==> config.mk <==
export PLATFORM = sky130hd
export DESIGN_NAME = ruc_ctrl
export DESIGN_NICKNAME = d
export VERILOG_FILES = /design/src/core/ruc_pkg.sv /design/src/core/ruc_wdog.sv /design/src/core/ruc_ctrl.sv
export SDC_FILE = /design/constraint.sdc
export NUM_CORES = 1
export LEC_CHECK = 0
export BUFFER_PORTS_ARGS = -buffer_cell sky130_fd_sc_hd__buf_4
export CAP_MARGIN = 20
export CORE_UTILIZATION = 59
export CTS_CLUSTER_DIAMETER = 50
export CTS_CLUSTER_SIZE = 40
export DETAILED_ROUTE_END_ITERATION = 8
export PLACE_DENSITY_LB_ADDON = 0.05
export SLEW_MARGIN = 20
export SYNTH_ARGS = -nofsm -noshare
export SYNTH_HDL_FRONTEND = slang
export SYNTH_SLANG_ARGS = --single-unit
==> constraint.sdc <==
create_clock -name CLK -period 4.6 [get_ports CLK]
set_input_delay 0.69 -clock CLK [delete_from_list [all_inputs] [get_ports CLK]]
set_output_delay 0.69 -clock CLK [all_outputs]
set_load 0.05 [all_outputs]
==> src/core/ruc_pkg.sv <==
// Package for the remote update configuration control block.
// Assumes a single 10 MHz clock domain and synchronous active-high reset.
package ruc_pkg;

  // ----------------------------------------------------------------------
  // Widths
  // ----------------------------------------------------------------------
  localparam int PAGE_W  = 8;
  localparam int WDT_W   = 12;
  localparam int CAUSE_W = 3;

  // ----------------------------------------------------------------------
  // Reset values
  // ----------------------------------------------------------------------
  localparam logic [PAGE_W-1:0]  PAGE_RST    = 8'h00;
  localparam logic [WDT_W-1:0]   WDT_TO_RST  = 12'hFFF;
  localparam logic [CAUSE_W-1:0] CAUSE_RST   = 3'h0;

  // ----------------------------------------------------------------------
  // Reconfiguration cause codes, one per source
  // ----------------------------------------------------------------------
  localparam logic [CAUSE_W-1:0] CAUSE_NONE    = 3'h0;
  localparam logic [CAUSE_W-1:0] CAUSE_WDT     = 3'h1;
  localparam logic [CAUSE_W-1:0] CAUSE_CRC     = 3'h2;
  localparam logic [CAUSE_W-1:0] CAUSE_NSTATUS = 3'h3;
  localparam logic [CAUSE_W-1:0] CAUSE_USER    = 3'h4;

  // ----------------------------------------------------------------------
  // Loader states
  // ----------------------------------------------------------------------
  typedef enum logic [2:0] {
    ST_FLOAD = 3'b000,  // Loading factory image
    ST_FACT  = 3'b001,  // Factory image running
    ST_ALOAD = 3'b010,  // Loading application image
    ST_USER  = 3'b011   // Application in user mode
  } ruc_state_t;

endpackage

==> src/core/ruc_wdog.sv <==
// User watchdog counter for the remote update control block.
// Assumes enable, restart and timeout come from logic on the same clock.
`timescale 1ns/1ps

module ruc_wdog #(
  parameter int WDT_W = 12
) (
  input  wire logic             clk,
  input  wire logic             reset,
  input  wire logic             run,
  input  wire logic             restart,
  input  wire logic [WDT_W-1:0] timeout,
  output logic                  expired
);

  logic [WDT_W-1:0] count_q;

  // ----------------------------------------------------------------------
  // Counter: cleared when stopped or restarted, fires at timeout
  // ----------------------------------------------------------------------
  always_ff @(posedge clk) begin
    if (reset || !run || restart) begin
      count_q <= '0;
    end else if (count_q != timeout) begin
      count_q <= count_q + 1'h1;
    end
  end

  // Expiry pulse in the cycle the count reaches the timeout
  always_ff @(posedge clk) begin
    if (reset || !run || restart) begin
      expired <= 1'h0;
    end else begin
      expired <= (count_q + 1'h1 == timeout) && !expired;
    end
  end

endmodule

==> src/core/ruc_ctrl.sv <==
// Remote update control: page select, user watchdog and status register.
// Assumes the load engine and user logic share CLK; pin inputs are
// synchronised here.
`timescale 1ns/1ps

// Notes on behaviour
// - In factory mode, loader takes next page from update-control register.
// - In factory mode, loader takes watchdog enable from factory settings.
// - Watchdog timeout comes from factory settings when enabled.
// - Only remote-update-capable application images may restart watchdog.
// - Watchdog expiry records timeout cause, then reloads factory image.
// - Watchdog always disabled while factory image is active.
// - Application load failure records cause, then loads factory image.
// - Successful application load enters user mode.
module ruc_ctrl #(
  parameter int PAGE_W = ruc_pkg::PAGE_W,
  parameter int WDT_W  = ruc_pkg::WDT_W
) (
  input  wire logic                        CLK,
  input  wire logic                        RESET,
  input  wire logic                        CTRL_WR,
  input  wire logic [PAGE_W-1:0]           CTRL_PAGE,
  input  wire logic                        CTRL_WDT_EN,
  input  wire logic [WDT_W-1:0]            CTRL_WDT_TO,
  input  wire logic                        LOAD_START,
  input  wire logic                        LOAD_DONE,
  input  wire logic                        LOAD_ERR_CRC,
  input  wire logic                        LOAD_ERR_STATUS,
  input  wire logic                        IMAGE_RU_CAPABLE,
  input  wire logic                        WDT_RESTART,
  input  wire logic                        USER_RECONFIG,
  output logic                             FACTORY_MODE,
  output logic                             USER_MODE,
  output logic                             LOADING,
  output logic                             LOAD_REQ,
  output logic                             LOAD_FACTORY,
  output logic [PAGE_W-1:0]                LOAD_PAGE,
  output logic                             WDT_ACTIVE,
  output logic [ruc_pkg::CAUSE_W-1:0]      STATUS_CAUSE,
  output logic [PAGE_W-1:0]                STATUS_PAGE
);

  ruc_pkg::ruc_state_t state_q;
  ruc_pkg::ruc_state_t state_d;

  logic [PAGE_W-1:0]           page_q;
  logic                        wdt_en_q;
  logic [WDT_W-1:0]            wdt_to_q;
  logic                        wdt_run;
  logic                        wdt_kick;
  logic                        wdt_expired;
  logic                        err_crc;
  logic                        err_stat;
  logic                        app_fail;
  logic                        to_factory;
  logic [ruc_pkg::CAUSE_W-1:0] cause_d;
  logic                        start_s1_q;
  logic                        start_s2_q;
  logic                        start_s3_q;
  logic                        recfg_s1_q;
  logic                        recfg_s2_q;
  logic                        recfg_s3_q;

  // ----------------------------------------------------------------------
  // Pin synchronisers for start and user reconfiguration request
  // ----------------------------------------------------------------------
  always_ff @(posedge CLK) begin
    if (RESET) begin
      start_s1_q <= 1'h0;
      start_s2_q <= 1'h0;
      start_s3_q <= 1'h0;
      recfg_s1_q <= 1'h0;
      recfg_s2_q <= 1'h0;
      recfg_s3_q <= 1'h0;
    end else begin
      start_s1_q <= LOAD_START;
      start_s2_q <= start_s1_q;
      start_s3_q <= start_s2_q;
      recfg_s1_q <= USER_RECONFIG;
      recfg_s2_q <= recfg_s1_q;
      recfg_s3_q <= recfg_s2_q;
    end
  end

  // ----------------------------------------------------------------------
  // Update-control register, writable only from factory image
  // ----------------------------------------------------------------------
  always_ff @(posedge CLK) begin
    if (RESET) begin
      page_q   <= ruc_pkg::PAGE_RST;
      wdt_en_q <= 1'h0;
      wdt_to_q <= ruc_pkg::WDT_TO_RST;
    end else if (CTRL_WR && state_q == ruc_pkg::ST_FACT) begin
      page_q   <= CTRL_PAGE;
      wdt_en_q <= CTRL_WDT_EN;
      wdt_to_q <= CTRL_WDT_TO;
    end
  end

  // Load error decode, only meaningful for application loads
  assign err_crc  = LOAD_ERR_CRC && state_q == ruc_pkg::ST_ALOAD;
  assign err_stat = LOAD_ERR_STATUS && state_q == ruc_pkg::ST_ALOAD;
  assign app_fail = err_crc || err_stat;

  // Watchdog runs only for applications in user mode
  assign wdt_run  = state_q == ruc_pkg::ST_USER && wdt_en_q;
  assign wdt_kick = WDT_RESTART && IMAGE_RU_CAPABLE;

  ruc_wdog #(
    .WDT_W (WDT_W)
  ) u_wdog (
    .clk     (CLK),
    .reset   (RESET),
    .run     (wdt_run),
    .restart (wdt_kick),
    .timeout (wdt_to_q),
    .expired (wdt_expired)
  );

  assign to_factory = app_fail || (wdt_run && wdt_expired)
                      || (state_q == ruc_pkg::ST_USER && recfg_s2_q
                          && !recfg_s3_q);

  // ----------------------------------------------------------------------
  // Next state of the loader
  // ----------------------------------------------------------------------
  always_comb begin
    state_d = state_q;
    unique case (state_q)
      ruc_pkg::ST_FLOAD: begin
        if (LOAD_DONE) begin
          state_d = ruc_pkg::ST_FACT;
        end
      end
      ruc_pkg::ST_FACT: begin
        if (start_s2_q && !start_s3_q) begin
          state_d = ruc_pkg::ST_ALOAD;
        end
      end
      ruc_pkg::ST_ALOAD: begin
        if (app_fail) begin
          state_d = ruc_pkg::ST_FLOAD;
        end else if (LOAD_DONE) begin
          state_d = ruc_pkg::ST_USER;
        end
      end
      ruc_pkg::ST_USER: begin
        if (to_factory) begin
          state_d = ruc_pkg::ST_FLOAD;
        end
      end
      default: state_d = ruc_pkg::ST_FLOAD;
    endcase
  end

  // State register
  always_ff @(posedge CLK) begin
    if (RESET) begin
      state_q <= ruc_pkg::ST_FLOAD;
    end else begin
      state_q <= state_d;
    end
  end

  // Cause code chosen by source; load errors take priority
  always_comb begin
    cause_d = ruc_pkg::CAUSE_USER;
    if (err_crc) begin
      cause_d = ruc_pkg::CAUSE_CRC;
    end else if (err_stat) begin
      cause_d = ruc_pkg::CAUSE_NSTATUS;
    end else if (wdt_run && wdt_expired) begin
      cause_d = ruc_pkg::CAUSE_WDT;
    end
  end

  // ----------------------------------------------------------------------
  // Status register, written before factory reload
  // ----------------------------------------------------------------------
  always_ff @(posedge CLK) begin
    if (RESET) begin
      STATUS_CAUSE <= ruc_pkg::CAUSE_RST;
      STATUS_PAGE  <= ruc_pkg::PAGE_RST;
    end else if (state_q != ruc_pkg::ST_FLOAD && to_factory) begin
      STATUS_CAUSE <= cause_d;
      STATUS_PAGE  <= page_q;
    end
  end

  // ----------------------------------------------------------------------
  // Registered mode and load outputs
  // ----------------------------------------------------------------------
  always_ff @(posedge CLK) begin
    if (RESET) begin
      FACTORY_MODE <= 1'h0;
      USER_MODE    <= 1'h0;
      LOADING      <= 1'h1;
      LOAD_FACTORY <= 1'h1;
      LOAD_PAGE    <= ruc_pkg::PAGE_RST;
      WDT_ACTIVE   <= 1'h0;
    end else begin
      FACTORY_MODE <= state_d == ruc_pkg::ST_FACT;
      USER_MODE    <= state_d == ruc_pkg::ST_USER;
      LOADING      <= state_d == ruc_pkg::ST_FLOAD
                      || state_d == ruc_pkg::ST_ALOAD;
      LOAD_FACTORY <= state_d != ruc_pkg::ST_ALOAD;
      LOAD_PAGE    <= (state_d == ruc_pkg::ST_ALOAD) ? page_q
                                                     : ruc_pkg::PAGE_RST;
      WDT_ACTIVE   <= state_d == ruc_pkg::ST_USER && wdt_en_q;
    end
  end

  // One-cycle load request on each entry to a loading state
  always_ff @(posedge CLK) begin
    if (RESET) begin
      LOAD_REQ <= 1'h1;
    end else begin
      LOAD_REQ <= state_d != state_q
                  && (state_d == ruc_pkg::ST_FLOAD
                      || state_d == ruc_pkg::ST_ALOAD);
    end
  end

endmodule

==> impl_metrics.py <==
metrics = {
    "global_route": {
        "grtUsageTotal_pct": 26.6,
        "grt_pass1_vias": 2294,
        "antenna_found_initial": 0,
        "grt_max_degree": 45,
        "overflow": 0,
        "grt_first_pass_wirelength_um": 10900,
    },
    "route": {
        "ant_nets": 0,
        "drtPass1Iterations": 4,
        "viasPerCell": 5.53,
        "drt_iter0_markers": 264,
        "finalWirelength_um": 6620,
        "drc": 0,
        "routedWlPerCell_um": 14.2,
        "vias": 2570,
    },
    "clock_tree": {
        "post-cts-setup-buffer-count": 0,
        "ctsHtreeMaxLevel": 3,
        "cts_made_buffers": 9,
        "clk_pin_slew_worst_paths_ns": 0.07,
        "cts_root_buf": "clkbuf_8",
        "cts_tree": "built",
        "clock_sinks": 68,
        "clk_latency_ns": 0.34,
        "cts_hold_buf": 0,
        "cts_resized": 0,
        "cts_buffer_depth": 2,
    },
    "worst_setup_path": {
        "crit_start": "u_wdog.count_q[4]",
        "slowest_stage": "nor3_1",
        "cp_top_family": "simple AND/OR/NAND/NOR gates",
        "slowest_delay_ns": 0.78,
        "worstSetupPathType": "register to register",
        "critPathLaunchType": "register",
        "worst_ep_required_time_ns": 4.80,
        "cp.arrival_ns": 2.65,
        "crit_fanout": 11,
        "cp.depth": 5,
        "path_buf_inv": 0,
        "r2r_start": "u_wdog.count_q[4]",
        "reg2regPathDepth": 5,
        "crit_chain": "xor2_1, or4_4, nor3_1, or4_1, a21oi_1",
        "endpoint_kind": "register",
        "cp-endpoint": "u_wdog.count_q[11]",
        "r2r_slack_ns": 2.15,
        "reg2reg_to": "u_wdog.count_q[11]",
    },
    "sta": {
        "timing.slew.headroom_pct": 38.1,
        "finalHoldViolations": 0,
        "layout_setup_ws_ns": 2.15,
        "setup_viol": 0,
        "fin_crit_sh_pct": 53.2,
        "worstMarginPinSlew_ns": 0.922,
        "drv_slew": 0,
        "period_needed_ns": 2.45,
        "fin_skew_ns": 0.00900,
        "whs_ns": 0.437,
        "rsz0062_at_grt": "no",
        "timing.setup.tns_ns": 0,
        "fmax_ghz": 0.408,
    },
    "floorplanning": {
        "fp-row-count": 25,
        "die_h_um": 73.9,
        "start_util_pct": 62.9,
        "die_area_sq_um": 5460,
        "pin_count": 56,
        "core_sq_um": 4850,
        "dieWidth_um": 73.9,
    },
    "cells_and_area": {
        "area_growth_pct": 18.5,
        "n_fill_cell": 375,
        "regArea_sq_um": 1360,
        "final_common_cell": "dfxtp_1",
        "layout_common_cells": "68 x dfxtp_1, 55 x buf_4, 54 x nand2_1",
        "drive_gt1_share_pct": 20.4,
        "stdcell_count": 465,
        "nets": 425,
        "multiInputGateArea_sq_um": 1540,
        "fin_area_sq_um": 3610,
        "antenna_cells": 0,
    },
    "power_and_ir_drop": {
        "power.leakage_nw": 1.44,
        "ir_drop_uv": 209,
        "powerDensity_nw_per_um2": 311,
    },
    "synth": {
        "syn_area_sq_um": 3050,
        "seq_area_frac_synth_pct": 44.6,
        "synthCells": 349,
        "yosys.area_share.simple_pct": 28.1,
        "async_flop_share_pct": 0,
        "yosysWarnings": 0,
        "synth_seq_cells": 68,
        "synth_compound_area_share_pct": 12.8,
        "synth_xor_area_share_pct": 6.32,
        "synth_edf_count": 0,
        "synthDistinctLibCells": 56,
        "syn_nets": 381,
        "synth_fa_ha_area_share_pct": 0.410,
        "synthTopCellsByArea": "dfxtp_1 45%, nand2_1 6.6%, xnor2_1 4.3%, a21oi_1 4.1%, nand3b_1 3.7%",
        "netlist.area_leader.share_pct": 44.6,
        "synth_area_per_cell_sq_um": 8.74,
        "yosys.area.top_type": "dfxtp_1",
        "synth_top_family_by_area": "simple AND/OR/NAND/NOR gates",
        "synth-main-ff-cell": "dfxtp_1",
        "muxShareOfSynthArea_pct": 2.63,
    },
    "run": {
        "cap_violations": 0,
    },
    "placed_design": {
        "dpl.hpwl_um": 4540,
        "dpl_cell_area_sq_um": 3420,
        "portBuffers": 55,
        "dp.cells": 449,
        "gp_congestion": 0.920,
        "dp_slack_ns": 2.21,
    },
    "hold_path": {
        "hold_class": "register to register",
    },
    "status": {
        "outcome": "finished clean",
    },
}
-- synthesized netlist by cell type, types with 2 or more instances --
cell type	count
nor3b_1	3
nor2_1	20
mux2i_1	8
clkbuf_4	2
nand2b_1	2
a21oi_1	25
xnor2_1	15
clkbuf_8	2
or4_1	2
nand2_1	54
a221oi_1	3
o31ai_1	3
buf_2	5
nand4_1	7
o21ai_0	13
and3_1	3
o22ai_1	2
o2111ai_1	2
xor2_1	7
clkbuf_1	11
inv_1	7
nor2b_1	9
and2_1	13
nor3_1	5
or3_1	8
nand3_1	6
dfxtp_1	68
nand3b_1	15
and4_1	2
-- flip-flops by register name (all words and copies together), names as in the netlist, 3 cells and up --
signal,flops
u_wdog.count_q,12
wdt_to_q,12
LOAD_PAGE,8
STATUS_PAGE,8
page_q,8
STATUS_CAUSE,3
state_q,3
-- logic make-up after synthesis --
family,after synthesis
AO/OA/AOI/OAI,61
XOR/XNOR,22
buffers and inverters,29
multiplexers,8
flip-flops,68
other,1
AND/OR/NAND/NOR,159
adder cells (fa/ha/maj),1
-- worst min-delay path by stage --
stage / startpoint / end / cells past startpoint
after floorplan: recfg_s1_q / recfg_s2_q / 1
after global placement: start_s1_q / start_s2_q / 1
after detailed placement: recfg_s1_q / recfg_s2_q / 1
after CTS: recfg_s1_q / recfg_s2_q / 1
after global routing: recfg_s1_q / recfg_s2_q / 1
final: recfg_s1_q / recfg_s2_q / 1
-- cell type report --
class / instances / share of cell area, %
Sequential cell: 68 / 37.7
Multi-Input combinational cell: 252 / 42.5
Timing Repair Buffer: 55 / 11.4
Clock buffer: 10 / 3.53
Clock inverter: 6 / 1.80
Tap cell: 67 / 2.32
Inverter: 7 / 0.727
-- layer usage --
layer  wire length [um]  share of wire [%]  track usage (%)  vias to the layer above
met1               3130                 47             38.5                     1191
met5                  0                  0                0                        -
met2               3050                 46             37.9                       83
li1                   -                  -                -                     1290
met4                 70                1.1             8.76                        0
met3                371                5.6             7.54                        6
-- metrics by stage --
stage               util (%)  power, W
CTS                     74.6   0.00113
global route            74.6   0.00116
detailed placement      70.6  0.000660
global placement        70.6  0.000660
floorplan                  -  0.000635
finish                  74.6   0.00112
-- where the power goes --
| part | switching [W] | internal [W] |
|---|---|---|
| sequential | 0.00000514 | 0.000595 |
| clock | 0.000225 | 0.000250 |
| combinational | 0.0000217 | 0.0000260 |
| total | 0.000252 | 0.000871 |
(Power assumes the default switching activity.)
